File: src/rtl/crcstat_pkg.sv
package crcstat_pkg;

   // register byte offsets on the wishbone bus
   localparam logic [7:0] IFC_CRC_OFS  = 8'h00;
   localparam logic [7:0] ARR_CRC_OFS  = 8'h04;
   localparam logic [7:0] ECC_STAT_OFS = 8'h08;
   localparam logic [7:0] CTRL_OFS     = 8'h0C;
   localparam logic [7:0] IRQ_STAT_OFS = 8'h10;
   localparam logic [7:0] IRQ_MASK_OFS = 8'h14;

   // reset values
   localparam logic [31:0] IFC_CRC_RST  = 32'hFFFFFFFF;
   localparam logic [31:0] ARR_CRC_RST  = 32'h00000000;
   localparam logic [7:0]  ECC_STAT_RST = 8'h00;
   localparam logic [7:0]  CTRL_RST     = 8'h00;

   // ecc status field positions
   localparam int DBL_BIT = 4;
   localparam int SGL_BIT = 3;

   // control field positions
   localparam int CTRL_DIS_BIT = 0;
   localparam int CTRL_CLR_BIT = 1;

   // ecc unit geometry: 16 bytes, 128 bits
   localparam int ECC_UNIT_BYTES = 16;
   localparam int ECC_UNIT_BITS  = 128;
   localparam int ECC_UNIT_SHIFT = $clog2(ECC_UNIT_BYTES);

   // interrupt event positions
   localparam int EV_IFC = 0;
   localparam int EV_ARR = 1;
   localparam int EV_SGL = 2;
   localparam int EV_DBL = 3;
   localparam int EV_NUM = 4;

endpackage

File: src/rtl/ecc_flag_keeper.sv
module ecc_flag_keeper #(
   parameter int AW = 32
) (
   input  wire logic                                   clk_i,
   input  wire logic                                   rst_i,
   input  wire logic                                   read_i,
   input  wire logic [AW-1:0]                          addr_i,
   input  wire logic                                   single_i,
   input  wire logic                                   double_i,
   input  wire logic                                   clear_i,
   output logic                                        single_o,
   output logic                                        double_o,
   output logic [AW-crcstat_pkg::ECC_UNIT_SHIFT-1:0]   unit_o
);

   // a read that reports an error in the clear cycle still sets its flag
   always_ff @(posedge clk_i) begin
      if (rst_i) begin
         double_o <= 1'b0;
      end else if (read_i && double_i) begin
         double_o <= 1'b1;
      end else if (clear_i) begin
         double_o <= 1'b0;
      end
   end

   always_ff @(posedge clk_i) begin
      if (rst_i) begin
         single_o <= 1'b0;
      end else if (read_i && single_i) begin
         single_o <= 1'b1;
      end else if (clear_i) begin
         single_o <= 1'b0;
      end
   end

   // unit holding the byte of the most recent array read
   always_ff @(posedge clk_i) begin
      if (rst_i) begin
         unit_o <= '0;
      end else if (read_i) begin
         unit_o <= addr_i[AW-1:crcstat_pkg::ECC_UNIT_SHIFT];
      end
   end

endmodule

File: src/rtl/event_irq_bank.sv
module event_irq_bank #(
   parameter int N = 4
) (
   input  wire logic         clk_i,
   input  wire logic         rst_i,
   input  wire logic [N-1:0] event_i,
   input  wire logic [N-1:0] clear_i,
   input  wire logic         mask_we_i,
   input  wire logic [N-1:0] mask_i,
   output logic [N-1:0]      status_o,
   output logic [N-1:0]      mask_o,
   output logic              irq_o
);

   // sticky bits, set wins over a write-one clear
   for (genvar i = 0; i < N; i++) begin : g_bit
      always_ff @(posedge clk_i) begin
         if (rst_i) begin
            status_o[i] <= 1'b0;
         end else if (event_i[i]) begin
            status_o[i] <= 1'b1;
         end else if (clear_i[i]) begin
            status_o[i] <= 1'b0;
         end
      end
   end

   always_ff @(posedge clk_i) begin
      if (rst_i) begin
         mask_o <= '0;
      end else if (mask_we_i) begin
         mask_o <= mask_i;
      end
   end

   always_ff @(posedge clk_i) begin
      if (rst_i) begin
         irq_o <= 1'b0;
      end else begin
         irq_o <= |(status_o & mask_o);
      end
   end

endmodule

File: src/rtl/ecc_crc_status_regs.sv
// What this block does
// - keep 32-bit interface CRC result, read-only
// - interface CRC resets to all ones, ignores writes
// - keep 32-bit array range CRC, reset zero
// - ECC status covers one 16-byte unit
// - status tracks unit of latest read byte
// - bit 4 set on 2-bit error
// - double flag evaluated each read, sticky
// - clear transaction alone resets double flag; here a CTRL bit 1 write strobe also clears it
// - bit 3 set on corrected 1-bit error
// - single flag evaluated each read, sticky
// - clear transaction alone resets single flag; here a CTRL bit 1 write strobe also clears it
// - reserved status bits read zero
// - interface CRC active while disable bit zero
//
// Decided for this implementation: the register offsets and the Wishbone slave port.
module ecc_crc_status_regs #(
   parameter int AW = 32
) (
   input  wire logic                                   REF_CLK_I,
   input  wire logic                                   SYS_RST_I,
   input  wire logic                                   WB_CYC_I,
   input  wire logic                                   WB_STB_I,
   input  wire logic                                   WB_WE_I,
   input  wire logic [7:0]                             WB_ADR_I,
   input  wire logic [3:0]                             WB_SEL_I,
   input  wire logic [31:0]                            WB_DAT_I,
   output logic      [31:0]                            WB_DAT_O,
   output logic                                        WB_ACK_O,
   input  wire logic                                   IFC_CRC_VALID_I,
   input  wire logic [31:0]                            IFC_CRC_I,
   input  wire logic                                   ARR_CRC_VALID_I,
   input  wire logic [31:0]                            ARR_CRC_I,
   input  wire logic                                   ARR_READ_I,
   input  wire logic [AW-1:0]                          ARR_READ_ADDR_I,
   input  wire logic                                   ECC_SINGLE_I,
   input  wire logic                                   ECC_DOUBLE_I,
   input  wire logic                                   ECC_CLEAR_I,
   output logic                                        IFC_CRC_EN_O,
   output logic [AW-crcstat_pkg::ECC_UNIT_SHIFT-1:0]   ECC_UNIT_ADDR_O,
   output logic                                        IRQ_O
);

   localparam int EN = crcstat_pkg::EV_NUM;
   localparam int UW = AW - crcstat_pkg::ECC_UNIT_SHIFT;

   logic [31:0]   interface_crc_check_value;
   logic [31:0]   array_crc_check_value;
   logic [7:0]    ecc_error_status;
   logic [7:0]    config_register_four;
   logic          interface_crc_disable_bit;
   logic          single_error_flag;
   logic          double_error_flag;
   logic          clear_ecc_status_transaction;
   logic          sw_clear_reg;
   logic          ack_reg;
   logic [31:0]   rd_data_next;
   logic          bus_req;
   logic          bus_wr;
   logic          ifc_store;
   logic          arr_store;
   logic [EN-1:0] ev_vec;
   logic [EN-1:0] ev_clear;
   logic          mask_we;
   logic [EN-1:0] irq_status;
   logic [EN-1:0] irq_mask;
   logic          irq_flop;
   logic [UW-1:0] unit_flop;

   // --------------------------------------------------------------
   // wishbone classic slave: one wait state, ack for a single cycle
   // --------------------------------------------------------------
   assign bus_req = WB_CYC_I && WB_STB_I && !ack_reg;
   assign bus_wr  = bus_req && WB_WE_I;

   always_ff @(posedge REF_CLK_I) begin
      if (SYS_RST_I) begin
         ack_reg <= 1'b0;
      end else begin
         ack_reg <= bus_req;
      end
   end

   always_comb begin
      rd_data_next = 32'h00000000;
      case (WB_ADR_I)
         crcstat_pkg::IFC_CRC_OFS: begin
            rd_data_next = interface_crc_check_value;
         end
         crcstat_pkg::ARR_CRC_OFS: begin
            rd_data_next = array_crc_check_value;
         end
         crcstat_pkg::ECC_STAT_OFS: begin
            rd_data_next[7:0] = ecc_error_status;
         end
         crcstat_pkg::CTRL_OFS: begin
            rd_data_next[7:0] = config_register_four;
         end
         crcstat_pkg::IRQ_STAT_OFS: begin
            rd_data_next[EN-1:0] = irq_status;
         end
         crcstat_pkg::IRQ_MASK_OFS: begin
            rd_data_next[EN-1:0] = irq_mask;
         end
         default: begin
            rd_data_next = 32'h00000000;
         end
      endcase
   end

   always_ff @(posedge REF_CLK_I) begin
      if (SYS_RST_I) begin
         WB_DAT_O <= 32'h00000000;
      end else if (bus_req && !WB_WE_I) begin
         WB_DAT_O <= rd_data_next;
      end
   end

   assign WB_ACK_O = ack_reg;

   // --------------------------------------------------------------
   // control: crc disable level and self-clearing ecc clear strobe
   // --------------------------------------------------------------
   always_ff @(posedge REF_CLK_I) begin
      if (SYS_RST_I) begin
         interface_crc_disable_bit <= crcstat_pkg::CTRL_RST[crcstat_pkg::CTRL_DIS_BIT];
      end else if (bus_wr && WB_SEL_I[0] && WB_ADR_I == crcstat_pkg::CTRL_OFS) begin
         interface_crc_disable_bit <= WB_DAT_I[crcstat_pkg::CTRL_DIS_BIT];
      end
   end

   always_ff @(posedge REF_CLK_I) begin
      if (SYS_RST_I) begin
         sw_clear_reg <= 1'b0;
      end else begin
         sw_clear_reg <= bus_wr && WB_SEL_I[0] && WB_ADR_I == crcstat_pkg::CTRL_OFS
                         && WB_DAT_I[crcstat_pkg::CTRL_CLR_BIT];
      end
   end

   always_ff @(posedge REF_CLK_I) begin
      if (SYS_RST_I) begin
         IFC_CRC_EN_O <= !crcstat_pkg::CTRL_RST[crcstat_pkg::CTRL_DIS_BIT];
      end else begin
         IFC_CRC_EN_O <= !interface_crc_disable_bit;
      end
   end

   always_comb begin
      config_register_four = crcstat_pkg::CTRL_RST;
      config_register_four[crcstat_pkg::CTRL_DIS_BIT] = interface_crc_disable_bit;
   end

   // host transaction or software strobe, both flags at once
   assign clear_ecc_status_transaction = ECC_CLEAR_I || sw_clear_reg;

   // --------------------------------------------------------------
   // crc result registers, bus writes never reach them
   // --------------------------------------------------------------
   assign ifc_store = IFC_CRC_VALID_I && !interface_crc_disable_bit;
   assign arr_store = ARR_CRC_VALID_I;

   always_ff @(posedge REF_CLK_I) begin
      if (SYS_RST_I) begin
         interface_crc_check_value <= crcstat_pkg::IFC_CRC_RST;
      end else if (ifc_store) begin
         interface_crc_check_value <= IFC_CRC_I;
      end
   end

   always_ff @(posedge REF_CLK_I) begin
      if (SYS_RST_I) begin
         array_crc_check_value <= crcstat_pkg::ARR_CRC_RST;
      end else if (arr_store) begin
         array_crc_check_value <= ARR_CRC_I;
      end
   end

   // --------------------------------------------------------------
   // ecc flags for the 16-byte unit of the latest array read
   // --------------------------------------------------------------
   ecc_flag_keeper #(
      .AW (AW)
   ) u_flags (
      .clk_i    (REF_CLK_I),
      .rst_i    (SYS_RST_I),
      .read_i   (ARR_READ_I),
      .addr_i   (ARR_READ_ADDR_I),
      .single_i (ECC_SINGLE_I),
      .double_i (ECC_DOUBLE_I),
      .clear_i  (clear_ecc_status_transaction),
      .single_o (single_error_flag),
      .double_o (double_error_flag),
      .unit_o   (unit_flop)
   );

   assign ECC_UNIT_ADDR_O = unit_flop;

   always_comb begin
      ecc_error_status = crcstat_pkg::ECC_STAT_RST;
      ecc_error_status[crcstat_pkg::DBL_BIT] = double_error_flag;
      ecc_error_status[crcstat_pkg::SGL_BIT] = single_error_flag;
   end

   // --------------------------------------------------------------
   // interrupts: sticky events, write one to clear, mask
   // --------------------------------------------------------------
   always_comb begin
      ev_vec = '0;
      ev_vec[crcstat_pkg::EV_IFC] = ifc_store;
      ev_vec[crcstat_pkg::EV_ARR] = arr_store;
      ev_vec[crcstat_pkg::EV_SGL] = ARR_READ_I && ECC_SINGLE_I;
      ev_vec[crcstat_pkg::EV_DBL] = ARR_READ_I && ECC_DOUBLE_I;
   end

   assign ev_clear = (bus_wr && WB_SEL_I[0] && WB_ADR_I == crcstat_pkg::IRQ_STAT_OFS)
                     ? WB_DAT_I[EN-1:0] : '0;
   assign mask_we  = bus_wr && WB_SEL_I[0] && WB_ADR_I == crcstat_pkg::IRQ_MASK_OFS;

   event_irq_bank #(
      .N (EN)
   ) u_irq (
      .clk_i     (REF_CLK_I),
      .rst_i     (SYS_RST_I),
      .event_i   (ev_vec),
      .clear_i   (ev_clear),
      .mask_we_i (mask_we),
      .mask_i    (WB_DAT_I[EN-1:0]),
      .status_o  (irq_status),
      .mask_o    (irq_mask),
      .irq_o     (irq_flop)
   );

   assign IRQ_O = irq_flop;

   // --------------------------------------------------------------
   // checks
   // --------------------------------------------------------------
   AST_IFC_RESET_ONES: assert property (
      @(posedge REF_CLK_I) $fell(SYS_RST_I)
         |-> interface_crc_check_value == crcstat_pkg::IFC_CRC_RST
             && array_crc_check_value == crcstat_pkg::ARR_CRC_RST)
      else $error("crc registers wrong after reset");

   AST_IFC_STORE: assert property (
      @(posedge REF_CLK_I) disable iff (SYS_RST_I)
      IFC_CRC_VALID_I && !interface_crc_disable_bit
         |=> interface_crc_check_value == $past(IFC_CRC_I))
      else $error("interface crc result not stored");

   AST_IFC_DISABLED_HOLD: assert property (
      @(posedge REF_CLK_I) disable iff (SYS_RST_I)
      interface_crc_disable_bit |=> $stable(interface_crc_check_value) && !IFC_CRC_EN_O)
      else $error("interface crc changed while disabled");

   AST_IFC_WRITE_IGNORED: assert property (
      @(posedge REF_CLK_I) disable iff (SYS_RST_I)
      bus_wr && WB_ADR_I == crcstat_pkg::IFC_CRC_OFS && !IFC_CRC_VALID_I
         |=> $stable(interface_crc_check_value))
      else $error("bus write reached interface crc");

   AST_ARR_STORE: assert property (
      @(posedge REF_CLK_I) disable iff (SYS_RST_I)
      ARR_CRC_VALID_I |=> array_crc_check_value == $past(ARR_CRC_I))
      else $error("array crc result not stored");

   AST_DBL_SET: assert property (
      @(posedge REF_CLK_I) disable iff (SYS_RST_I)
      ARR_READ_I && ECC_DOUBLE_I |=> double_error_flag ##1 irq_status[crcstat_pkg::EV_DBL])
      else $error("double error flag not set");

   AST_DBL_STICKY: assert property (
      @(posedge REF_CLK_I) disable iff (SYS_RST_I)
      double_error_flag && !clear_ecc_status_transaction |=> double_error_flag)
      else $error("double error flag dropped without clear");

   AST_SGL_SET: assert property (
      @(posedge REF_CLK_I) disable iff (SYS_RST_I)
      ARR_READ_I && ECC_SINGLE_I |=> single_error_flag)
      else $error("single error flag not set");

   AST_SGL_STICKY: assert property (
      @(posedge REF_CLK_I) disable iff (SYS_RST_I)
      single_error_flag && !clear_ecc_status_transaction |=> single_error_flag)
      else $error("single error flag dropped without clear");

   AST_CLEAR_BOTH: assert property (
      @(posedge REF_CLK_I) disable iff (SYS_RST_I)
      clear_ecc_status_transaction && !ARR_READ_I && !ARR_CRC_VALID_I && !IFC_CRC_VALID_I
         |=> !single_error_flag && !double_error_flag
             && $stable(array_crc_check_value) && $stable(interface_crc_check_value))
      else $error("ecc clear wrong");

   AST_RSVD_ZERO: assert property (
      @(posedge REF_CLK_I) disable iff (SYS_RST_I)
      bus_req && !WB_WE_I && WB_ADR_I == crcstat_pkg::ECC_STAT_OFS
         |=> WB_ACK_O && WB_DAT_O[7:5] == 3'h0 && WB_DAT_O[2:0] == 3'h0
             && WB_DAT_O[4] == $past(double_error_flag))
      else $error("ecc status read image wrong");

   AST_UNIT_TRACK: assert property (
      @(posedge REF_CLK_I) disable iff (SYS_RST_I)
      ARR_READ_I |=> ECC_UNIT_ADDR_O == $past(ARR_READ_ADDR_I[AW-1:crcstat_pkg::ECC_UNIT_SHIFT]))
      else $error("ecc unit address not tracked");

   AST_ACK_ONE: assert property (
      @(posedge REF_CLK_I) disable iff (SYS_RST_I)
      bus_req |=> WB_ACK_O ##1 !WB_ACK_O)
      else $error("ack not a single cycle");

   AST_IRQ_LEVEL: assert property (
      @(posedge REF_CLK_I) disable iff (SYS_RST_I)
      |(irq_status & irq_mask) |=> IRQ_O)
      else $error("interrupt not raised");

   AST_ARR_WRITE_IGNORED: assert property (
      @(posedge REF_CLK_I) disable iff (SYS_RST_I)
      bus_wr && WB_ADR_I == crcstat_pkg::ARR_CRC_OFS && !ARR_CRC_VALID_I
         |=> $stable(array_crc_check_value))
      else $error("bus write reached array crc");

   AST_IFC_KEEP: assert property (
      @(posedge REF_CLK_I) disable iff (SYS_RST_I)
      !IFC_CRC_VALID_I |=> $stable(interface_crc_check_value))
      else $error("interface crc changed without a result");

   AST_IFC_EN_ON: assert property (
      @(posedge REF_CLK_I) disable iff (SYS_RST_I)
      !interface_crc_disable_bit |=> IFC_CRC_EN_O)
      else $error("interface crc not active while enabled");

   AST_DBL_ONLY_ON_ERROR: assert property (
      @(posedge REF_CLK_I) disable iff (SYS_RST_I)
      !double_error_flag && !(ARR_READ_I && ECC_DOUBLE_I) |=> !double_error_flag)
      else $error("double error flag set without an error");

   AST_SGL_ONLY_ON_ERROR: assert property (
      @(posedge REF_CLK_I) disable iff (SYS_RST_I)
      !single_error_flag && !(ARR_READ_I && ECC_SINGLE_I) |=> !single_error_flag)
      else $error("single error flag set without an error");

   AST_IRQ_QUIET: assert property (
      @(posedge REF_CLK_I) disable iff (SYS_RST_I)
      !(|(irq_status & irq_mask)) |=> !IRQ_O)
      else $error("interrupt raised without an unmasked event");

endmodule

File: config.mk
export PLATFORM = sky130hd
export DESIGN_NAME = ecc_crc_status_regs
export DESIGN_NICKNAME = d
export VERILOG_FILES = /design/src/rtl/crcstat_pkg.sv /design/src/rtl/ecc_flag_keeper.sv /design/src/rtl/event_irq_bank.sv /design/src/rtl/ecc_crc_status_regs.sv
export SDC_FILE = /design/constraint.sdc
export NUM_CORES = 1
export LEC_CHECK = 0
export BUFFER_PORTS_ARGS = -buffer_cell sky130_fd_sc_hd__buf_2
export CORE_ASPECT_RATIO = 0.7
export CORE_MARGIN = 5
export CORE_UTILIZATION = 40
export CTS_BUF_LIST = sky130_fd_sc_hd__clkbuf_16
export DETAILED_ROUTE_END_ITERATION = 8
export GPL_ROUTABILITY_DRIVEN = 0
export MAX_ROUTING_LAYER = met4
export PLACE_DENSITY = 0.77
export SKIP_LAST_GASP = 1
export SYNTH_ARGS = -nofsm -noshare
export SYNTH_HDL_FRONTEND = slang
export SYNTH_HIERARCHICAL = 1
export SYNTH_SLANG_ARGS = --single-unit
File: constraint.sdc
create_clock -name REF_CLK_I -period 5.7 [get_ports REF_CLK_I]
set_input_delay 0.285 -clock REF_CLK_I [delete_from_list [all_inputs] [get_ports REF_CLK_I]]
set_output_delay 0.285 -clock REF_CLK_I [all_outputs]
set_load 0.005 [all_outputs]
[Word-level counts from Yosys, hierarchy flattened]
Index checks and enable logic that the tools add are counted.
Storage, ports and cells
  flip-flop bits (word level): 139
  bits of input ports: 151
  output and inout port bits: 63
  word-level logic and storage cells: 61
Cells by class
  equality and inequality tests: 5
  mux-type cells: 15
  bitwise logic cells: 1
  reduce and logical (&&, ||, !) cells: 24
Operator list (number)
  $pmux W24 S2: 1
  $pmux W4 S6: 1
  $eq A8 B4 Y1 const B: 2
  $eq A8 B5 Y1 const B: 2
  $logic_and A1 B1 Y1: 12
  $pmux W4 S3: 1
  $reduce_bool A2 Y1: 6
  $mux W1: 11
  $eq A8 B3 Y1 const B: 1
  $logic_not A8 Y1: 1
  $and A4 B4 Y4: 1
  $mux W4: 1
  $reduce_or A4 Y1: 1
  $logic_not A1 Y1: 3
  $logic_or A1 B1 Y1: 1

[Depth between registers and ports, before layout]
Gate-level depths: netlist (run 1).
  word-level depth: 8
  mapped depth: 6
  mapped depth without buffers: 6

[By module]
Netlist (run 1), hierarchy kept.
By module, submodules not included
  ecc_crc_status_regs: times used 1, cells an instance 389, area each 4040.1 um2, sequential area each 2001.9 um2
  ecc_flag_keeper: times used 1, cells an instance 99, area each 1098.6 um2, sequential area each 600.6 um2
  event_irq_bank: times used 1, cells an instance 34, area each 331.6 um2, sequential area each 180.2 um2

[Worst setup path after synthesis (run 1)]
OpenSTA, ideal clock, no wires.
  kind: input -> register
  start: input port WB_ADR_I[0]
  end: register WB_DAT_O[13]
  library setup time: 0.067 ns
  arrival: 2.031 ns
  data required time: 5.633 ns
  setup slack: 3.602 ns
  stages on the path: 6
  path buffers: 2
  path through: or4_4 -> or4b_4 -> or3_1 -> buf_6 -> buf_12 -> o21ai_2
Between the ends
  word-level cells in the longest chain between the ends: 2
  elaborated cells on any way between the ends: 3
  classes of those cells: eq/ne (1); mux (1); reduce/logical (1)
RTL lines
  from (decl): line ecc_crc_status_regs.sv:25  | input wire logic [7:0] WB_ADR_I,
  $eq A8 B3 Y1 / $logic_not A8 Y1 (equally long branches): line ecc_crc_status_regs.sv:86  | case (WB_ADR_I)
  $pmux W24 S2 *: line ecc_crc_status_regs.sv:86
  to (signal assigned): line ecc_crc_status_regs.sv:115  | WB_DAT_O <= rd_data_next;
  to (decl): line ecc_crc_status_regs.sv:28  | output logic [31:0] WB_DAT_O,
Mark *: on every way between the ends. The rest lies on a longest branch, timed or not.
A chain may end at the register's enable or synchronous reset.

[Final worst setup path (run 1)]
  start: register ack_reg, in the netlist WB_ACK_O
  end: register WB_DAT_O[6]
Between the ends
  word-level cells in the longest chain between the ends: 3
RTL lines
  from (decl): line ecc_crc_status_regs.sv:56  | logic ack_reg;
  from (signal assigned): line ecc_crc_status_regs.sv:80  | ack_reg <= bus_req;
  $logic_not A1 Y1: line ecc_crc_status_regs.sv:73  | assign bus_req = WB_CYC_I && WB_STB_I && !ack_reg;
  $logic_and A1 B1 Y1: line ecc_crc_status_regs.sv:73
  $logic_and A1 B1 Y1: line ecc_crc_status_regs.sv:114  | end else if (bus_req && !WB_WE_I) begin
No other way between the ends.

==> results.py, run 1 <==
metrics = {
    "outcome": {
        "outcome": "finished, final reports clean",
    },
    "clock_network": {
        "cts_tree": "yes",
        "cts.clk_slew.worst_paths_ps": 60,
        "postCtsHoldBufs": 0,
        "cts_setup_buffers": 0,
        "post_cts_resize_count": 0,
        "htree_num_levels": 4,
        "root_buffer": "clkbuf_16",
        "cts_buffer_depth": 2,
        "clock_latency_ps": 410,
        "cts_sinks": 139,
        "cts_buffers": 17,
    },
    "critical_path": {
        "worstSetupPathType": "register to register",
        "cp_max_fo": 27,
        "cp.arrival_ps": 2600,
        "ff2ff_setup_slack_ps": 3420,
        "end_kind": "register",
        "ff2ff_path_depth": 5,
        "start_kind": "register",
        "r2r_start": "WB_ACK_O",
        "critPathRequiredTime_ps": 6020,
        "worstSetupStartpoint": "WB_ACK_O",
        "worst_r2r_endpoint": "WB_DAT_O[6]",
    },
    "layout": {
        "top_regs": "WB_DAT_O x32, array_crc_check_value x32, interface_crc_check_value x32",
        "finalNetCount": 835,
        "area_delta_synth_final_pct": 28.2,
        "n_fill_cell": 1204,
        "drive_above_1_share_pct": 34.6,
    },
    "sta": {
        "period_minus_slack_ps": 2280,
        "fin_tns_setup_ps": 0,
        "final.setup_skew_ps": 8.39,
        "maxSlewHeadroom_pct": 23.9,
        "finalHoldViolCount": 0,
        "rsz0062_at_grt": "false",
        "timing.fmax_ghz": 0.439,
        "holdWs_ps": 75.7,
        "worst_pin_slew_ps": 1140,
        "fin_crit_sh_pct": 39.9,
        "finalMaxSlewViolations": 0,
        "finalSetupViolations": 0,
    },
    "worst_hold_path": {
        "hold_depth": 2,
        "hold_path_class": "input port to register",
        "worstHoldEndpoint": "interface_crc_check_value[14]",
        "hold_start": "IFC_CRC_I[14]",
    },
    "synthesis": {
        "syn_area_um2": 5470,
        "synth_edf_count": 0,
        "syn_inst": 522,
        "synth_top_cell_area_share_pct": 50.9,
        "syn_avg_cell_area_um2": 10.5,
        "yosys_register_bits": 139,
        "yosysTopAreaCell": "dfxtp_1",
        "yosys.cell_count.top_type": "dfxtp_1",
        "synth_cell_types": 34,
        "synth_area_leaders": "dfxtp_1 51%, mux2i_1 18%, a211o_1 5.1%",
        "ys_async_sr_fraction_pct": 0,
        "yosysWarnings": 6,
        "ys.flop_type": "dfxtp_1",
        "yosysSeqAreaShare_pct": 50.9,
        "ys_top_cells_by_count": "139 x dfxtp_1, 96 x mux2i_1, 71 x nor2_1",
        "syn_nets": 673,
    },
    "grt": {
        "grt_pass1_wl_um": 22600,
        "grt_pass1_vias": 4561,
        "gr-total-overflow": 0,
        "antenna_found_initial": 1,
        "grt_max_degree": 108,
        "track_usage_pct": 18.4,
    },
    "power_and_ir_drop": {
        "leakagePower_nw": 3.37,
        "p_total_mw": 2.39,
        "ir_drop_uv": 183,
        "p_per_area_nw_per_um2": 341,
    },
    "detailed_routing": {
        "routed_via_density": 4.88,
        "drcViolationCount": 0,
        "routed_wl_um": 14000,
        "routedWlPerCell_um": 15.9,
        "routed-via-count": 4312,
        "initialDrtViolationCount": 161,
        "antenna_left": 0,
        "first_pass_iters": 4,
    },
    "die": {
        "dieArea_um2": 16200,
        "io_pins": 214,
        "core_um2": 13300,
        "die_w_um": 150,
        "rows": 35,
        "start_util_pct": 41.2,
        "die_h_um": 108,
    },
    "placement": {
        "dp_hpwl_um": 9990,
        "portBuffers": 178,
    },
    "flow_run": {
        "cap_violations": 0,
    },
}
where the power goes:
group | switching, mW | leakage [nW] | total [mW] | internal [mW]
clock network | 0.422 | 0.302 | 1.15 | 0.732
registers | 0.0220 | 1.14 | 1.04 | 1.02
logic | 0.101 | 1.92 | 0.202 | 0.101
worst max path at each step:
stage	to	slack (ps)
detailed placement	u_irq/status_o[0]	3110
finish	WB_DAT_O[6]	3420
global placement	u_irq/status_o[0]	3170
floorplan	WB_DAT_O[13]	3600
global route	WB_DAT_O[6]	3280
CTS	WB_DAT_O[6]	3380
cell families (layout without fill, tap and decap cells):
group / Yosys count / count (layout) / synth area share [%]
DFF: 139 / 139 / 50.9
other: 0 / 1 / 0
and+or+nand+nor: 161 / 161 / 14.3
buffers and inverters: 44 / 219 / 4.94
AOI/OAI and AO/OA: 79 / 79 / 11.3
muxes: 99 / 99 / 18.6
routing by layer:
layer | wire [um] | global-route usage, %
met1 | 6180 | 21.9
met2 | 6910 | 30.1
met3 | 775 | 5.26
met4 | 142 | 6.07
met5 | 0 | -
area by class of cell:
type / count / area, um2 / area share [%]
Sequential cell: 139 / 2780 / 39.7
Clock inverter: 15 / 199 / 2.84
Inverter: 4 / 15.0 / 0.214
Multi-Input combinational cell: 339 / 2430 / 34.6
Clock buffer: 17 / 425 / 6.06
Antenna cell: 1 / 2.50 / 0.0357
Timing Repair Buffer: 183 / 931 / 13.3
Tap cell: 185 / 231 / 3.30
cell usage in the layout, fill, tap and decap left out, types with 8 or more instances in the layout:
master     count
nor2_1        70
o21ai_2       20
clkbuf_16     17
o21ai_0        9
nor2b_1       33
mux2i_1       96
dfxtp_1      139
buf_2        177
a21oi_1        9
a211o_1       32
nand2b_1       8
nand2_1       31
metrics by stage:
step	worst slack (ps)	cells	utilization (%)	area (um2)
floorplan	3600	522	-	5470
global placement	3170	850	48.1	6390
detailed placement	3110	850	48.1	6390
CTS	3380	882	52.8	7010
global route	3280	883	52.9	7010
finish	3420	883	52.9	7010
critical path, stage by stage (launching register included):
cell      delay, ps
dfxtp_1         320
nor4bb_1        460
or4b_4          570
or3_1           320
buf_4           280
o21ai_0         230
Note: power is estimated with default switching activity, not from simulation.
==> run 2: changes to the inputs <==
--- a/config.mk
+++ b/config.mk
@@ -13,7 +13,7 @@
 export DETAILED_ROUTE_END_ITERATION = 8
 export GPL_ROUTABILITY_DRIVEN = 0
 export MAX_ROUTING_LAYER = met4
-export PLACE_DENSITY = 0.77
+export PLACE_DENSITY = 0.79
 export SKIP_LAST_GASP = 1
 export SYNTH_ARGS = -nofsm -noshare
 export SYNTH_HDL_FRONTEND = slang
==> constraint.sdc (replaced) <==
create_clock -name REF_CLK_I -period 1.9 [get_ports REF_CLK_I]
set_input_delay 0.095 -clock REF_CLK_I [delete_from_list [all_inputs] [get_ports REF_CLK_I]]
set_output_delay 0.095 -clock REF_CLK_I [all_outputs]
set_load 0.005 [all_outputs]
==> run 2 against run 1 <==
Against the previous run: the flow now finishes with violations (setup timing); clock power rose to 3.0 times the previous value; sequential share of layout area fell by 6.2 points; first-iteration DRC count rose by 21%; register-to-register slack got worse by 3400 ps; final cell count rose by 13%; critical path depth did not move.
==> results.py, run 2 (synthesis results as in run 1) <==
metrics = {
    "outcome": {
        "outcome": "complete, but fails checks",
        "violations": "setup timing",
    },
    "layout": {
        "n_fill_cell": 1039,
        "drive_above_1_share_pct": 34.3,
        "fin_cells": 997,
        "multi_input_area_um2": 2540,
        "area_delta_synth_final_pct": 52.1,
        "top_regs": "WB_DAT_O x32, array_crc_check_value x32, interface_crc_check_value x32",
        "finalNetCount": 949,
        "postLayoutCellArea_um2": 8320,
        "most-common-layout-cells": "177 x buf_2, 138 x dfxtp_1, 98 x dlygate4sd3_1",
        "fin_util_pct": 62.7,
        "regArea_um2": 2780,
        "layout_commonest_cell": "buf_2",
    },
    "die": {
        "start_util_pct": 41.2,
        "io_pins": 214,
        "die_h_um": 108,
        "rows": 35,
        "core_um2": 13300,
        "die_w_um": 150,
        "dieArea_um2": 16200,
    },
    "critical_path": {
        "worstSetupPathType": "register to register",
        "cp_max_fo": 7,
        "cp.arrival_ps": 2240,
        "start_kind": "register",
        "end_kind": "register",
        "critPathRequiredTime_ps": 2230,
        "ff2ff_path_depth": 5,
    },
    "detailed_routing": {
        "wl_met1_um": 7070,
        "dr_wl_met2_um": 8060,
        "initialDrtViolationCount": 195,
        "routed_wl_um": 16200,
        "routed-via-count": 4732,
        "dr_wl_met3_um": 711,
        "antenna_left": 0,
        "routed_via_density": 4.75,
        "drcViolationCount": 0,
        "first_pass_iters": 4,
        "routedWlPerCell_um": 16.2,
        "dr.max_layer_used": "met4",
    },
    "grt": {
        "grt_pass1_wl_um": 25600,
        "track_usage_pct": 20.7,
        "gr-total-overflow": 0,
        "grt_max_degree": 76,
        "antenna_found_initial": 0,
        "grt_pass1_vias": 4970,
    },
    "placement": {
        "place_area_um2": 6490,
        "dp_hpwl_um": 9710,
        "placedCellCount": 860,
        "portBuffers": 178,
    },
    "sta": {
        "period_minus_slack_ps": 1910,
        "maxSlewHeadroom_pct": 45.1,
        "timing.fmax_ghz": 0.524,
        "fin_crit_sh_pct": 100,
        "final.setup_skew_ps": 6.16,
        "setup_slack_ps": -9.09,
        "finalSetupViolations": 3,
        "holdWs_ps": 33.6,
        "rsz0062_at_grt": "true",
        "finalHoldViolCount": 0,
        "finalMaxSlewViolations": 0,
        "worst_pin_slew_ps": 823,
    },
    "power_and_ir_drop": {
        "leakagePower_nw": 3.93,
        "ir_drop_uv": 601,
        "p_total_mw": 7.42,
        "p_per_area_nw_per_um2": 893,
    },
    "clock_network": {
        "cts_buffers": 17,
        "cts.clk_slew.worst_paths_ps": 60,
        "cts_sinks": 139,
        "cts_tree": "yes",
        "htree_num_levels": 4,
        "root_buffer": "clkbuf_16",
        "clock_latency_ps": 400,
        "cts_buffer_depth": 2,
    },
    "flow_run": {
        "cap_violations": 0,
    },
    "worst_hold_path": {
        "hold_depth": 3,
        "hold_path_class": "input port to register",
    },
}
==> run 2: cell count changes in the layout (fill, tap and decap cells not counted), moves of 3 or more <==
cell,change
buf_16,+3
buf_4,+10
nand2b_1,-4
o21ai_0,-7
a21oi_1,-4
a21oi_2,+4
and2_1,-4
nand2b_4,+4
dlygate4sd3_1,+98
and2_4,+4
o21ai_2,+4
o21ai_1,+3
==> run 2: routing by layer <==
layer	up-vias	global-route usage, %
met5	-	-
met4	0	7.25
met1	2205	24.9
met3	28	4.67
met2	146	34.4
li1	2353	-
==> run 2: timing repair <==
action,in CTS,in global routing
hold buffers,98,0
setup buffers,0,3
endpoints found under the hold margin,100,0
gates cloned,3,0
pin swaps,28,12
setup endpoints to repair,31,31
gates resized for setup,17,18
==> run 2: worst max-delay path: stages, from the launching register on <==
cell	delay [ps]
dfxtp_2	340
nor4bb_4	270
or4b_4	490
or3_4	440
buf_12	180
o21ai_2	120
==> run 2: path summary, 6_finish.rpt <==
check / slack (ps) / start / to
setup / recovery: -9 / WB_ACK_O / WB_DAT_O[5]
hold / removal: 30 / WB_STB_I / WB_ACK_O
setup reg to reg: -9 / WB_ACK_O / WB_DAT_O[5]
hold reg to reg: 450 / WB_DAT_O[11] / WB_DAT_O[11]
==> run 2: stage by stage <==
| stage | setup slack (ps) | TNS (ps) |
|---|---|---|
| after floorplan | -8.45 | -169 |
| after global placement | -160 | -3910 |
| after detailed placement | -203 | -4560 |
| after CTS | -62.1 | -1260 |
| after global routing | -67.7 | -1510 |
| final | -9.09 | -11.9 |
==> run 2: layout make-up <==
class,instances,area share (%)
clock buffer,17,5.11
tap,185,2.78
antenna,1,0.0301
multi-input combinational,339,30.5
sequential,139,33.5
clock inverter,15,2.39
inverter,4,0.181
timing repair buffer,297,25.5
==> run 2: where the power goes <==
part | switching [mW] | internal [mW]
logic | 0.354 | 0.453
clock network | 1.29 | 2.21
registers | 0.0704 | 3.05
total | 1.72 | 5.71
==> run 3: changes to the inputs <==
==> constraint.sdc (replaced) <==
create_clock -name REF_CLK_I -period 1.9 [get_ports REF_CLK_I]
set_input_delay 0.095 -clock REF_CLK_I [delete_from_list [all_inputs] [get_ports REF_CLK_I]]
set_output_delay 0.095 -clock REF_CLK_I [all_outputs]
set_load 0.1 [all_outputs]
==> run 3 against run 2 <==
Against the previous run: the run still ends with setup timing left; worst setup slack worse by 1.9 ps; critical path depth stayed put; via count is 0.11% lower; clock power is 5% lower; register-to-register slack hardly changed; largest cell class unchanged.
==> results.py, run 3 (synthesis results as in run 1) <==
metrics = {
    "clock_network": {
        "clock_latency_ps": 400,
        "cts.clk_slew.worst_paths_ps": 60,
        "cts_sinks": 139,
        "cts_tree": "yes",
        "htree_num_levels": 4,
        "root_buffer": "clkbuf_16",
        "cts_buffers": 17,
        "cts_buffer_depth": 2,
    },
    "layout": {
        "most-common-layout-cells": "177 x buf_2, 138 x dfxtp_1, 100 x dlygate4sd3_1",
        "antenna-diode-count": 0,
        "finalNetCount": 948,
        "area_delta_synth_final_pct": 50.5,
        "top_regs": "WB_DAT_O x32, array_crc_check_value x32, interface_crc_check_value x32",
        "layout_commonest_cell": "buf_2",
        "fin_util_pct": 62.0,
        "fin_cells": 995,
        "n_fill_cell": 1039,
        "postLayoutCellArea_um2": 8230,
        "drive_above_1_share_pct": 32.5,
    },
    "grt": {
        "grt_pass1_wl_um": 25300,
        "track_usage_pct": 20.7,
        "gr-total-overflow": 0,
        "grt_max_degree": 72,
        "antenna_found_initial": 0,
        "grt_pass1_vias": 4968,
    },
    "detailed_routing": {
        "drcViolationCount": 0,
        "first_pass_iters": 7,
        "initialDrtViolationCount": 231,
        "routed_via_density": 4.75,
        "routedWlPerCell_um": 16.5,
        "routed-via-count": 4727,
        "antenna_left": 0,
        "routed_wl_um": 16400,
    },
    "placement": {
        "place_area_um2": 6530,
        "portBuffers": 178,
        "dp_hpwl_um": 9830,
        "placedCellCount": 861,
        "place_ws_ps": -231,
    },
    "critical_path": {
        "worstSetupPathType": "register to register",
        "start_kind": "register",
        "end_kind": "register",
        "cp_max_fo": 7,
        "critPathRequiredTime_ps": 2240,
        "cp.arrival_ps": 2250,
    },
    "sta": {
        "period_minus_slack_ps": 1910,
        "maxSlewHeadroom_pct": 48.6,
        "worst_pin_slew_ps": 771,
        "fin_crit_sh_pct": 101,
        "fin_tns_setup_ps": -42.2,
        "rsz0062_at_grt": "true",
        "finalSetupViolations": 5,
        "final.setup_skew_ps": 8.96,
        "finalHoldViolCount": 0,
        "setup_slack_ps": -11.0,
        "timing.fmax_ghz": 0.523,
        "holdWs_ps": 75.7,
        "finalMaxSlewViolations": 0,
    },
    "outcome": {
        "outcome": "complete, but fails checks",
        "violations": "setup timing",
    },
    "die": {
        "die_w_um": 150,
        "io_pins": 214,
        "start_util_pct": 41.2,
        "die_h_um": 108,
        "dieArea_um2": 16200,
        "rows": 35,
        "core_um2": 13300,
    },
    "power_and_ir_drop": {
        "p_total_mw": 7.52,
        "p_per_area_nw_per_um2": 914,
        "leakagePower_nw": 3.89,
        "ir_drop_uv": 585,
    },
    "worst_hold_path": {
        "hold_path_class": "input port to register",
    },
    "flow_run": {
        "cap_violations": 0,
    },
}
-- run 3: where the power goes --
part           internal [mW]  switching, mW
logic                  0.458          0.617
clock network           2.06           1.27
registers               3.05         0.0640
total                   5.57           1.95
-- run 3: layout make-up --
class                           instances  area [um2]  area share (%)
Multi-Input combinational cell        339        2480            30.2
Tap cell                              185         231            2.81
Sequential cell                       139        2790            33.9
Inverter                                4        15.0           0.182
Clock inverter                         15         171            2.08
Clock buffer                           17         425            5.17
Timing Repair Buffer                  296        2120            25.7
-- run 3: timing repair --
| action | 4_1_cts | 5_1_grt |
|---|---|---|
| gates resized for setup | 5 | 12 |
| endpoints found under the hold margin | 101 | 0 |
| setup endpoints to repair | 27 | 29 |
| pin swaps | 1 | 3 |
| setup buffers | 0 | 0 |
| hold buffers | 100 | 0 |
| gates cloned | 1 | 1 |
-- run 3: final timing paths --
kind | slack, ps | startpoint | cells after the start | endpoint
setup / recovery | -10 | WB_ACK_O | 5 | WB_DAT_O[16]
hold / removal | 80 | ECC_CLEAR_I | 4 | u_flags/single_o
setup reg to reg | -10 | WB_ACK_O | 5 | WB_DAT_O[16]
hold reg to reg | 450 | WB_DAT_O[17] | 2 | WB_DAT_O[17]
-- run 3: critical path, cell delays in order (launching register included) --
cell and delay, ps:
dfxtp_4 350, nor4bb_4 270, or4b_4 490, or3_4 410, clkbuf_16 200, o21ai_2 130
-- run 3: layer usage --
layer	wire length, um	track usage, %	up-vias
li1	-	-	2353
met1	7050	24.0	2215
met2	8200	35.0	134
met3	824	4.55	25
met4	316	8.29	0
met5	0	-	-
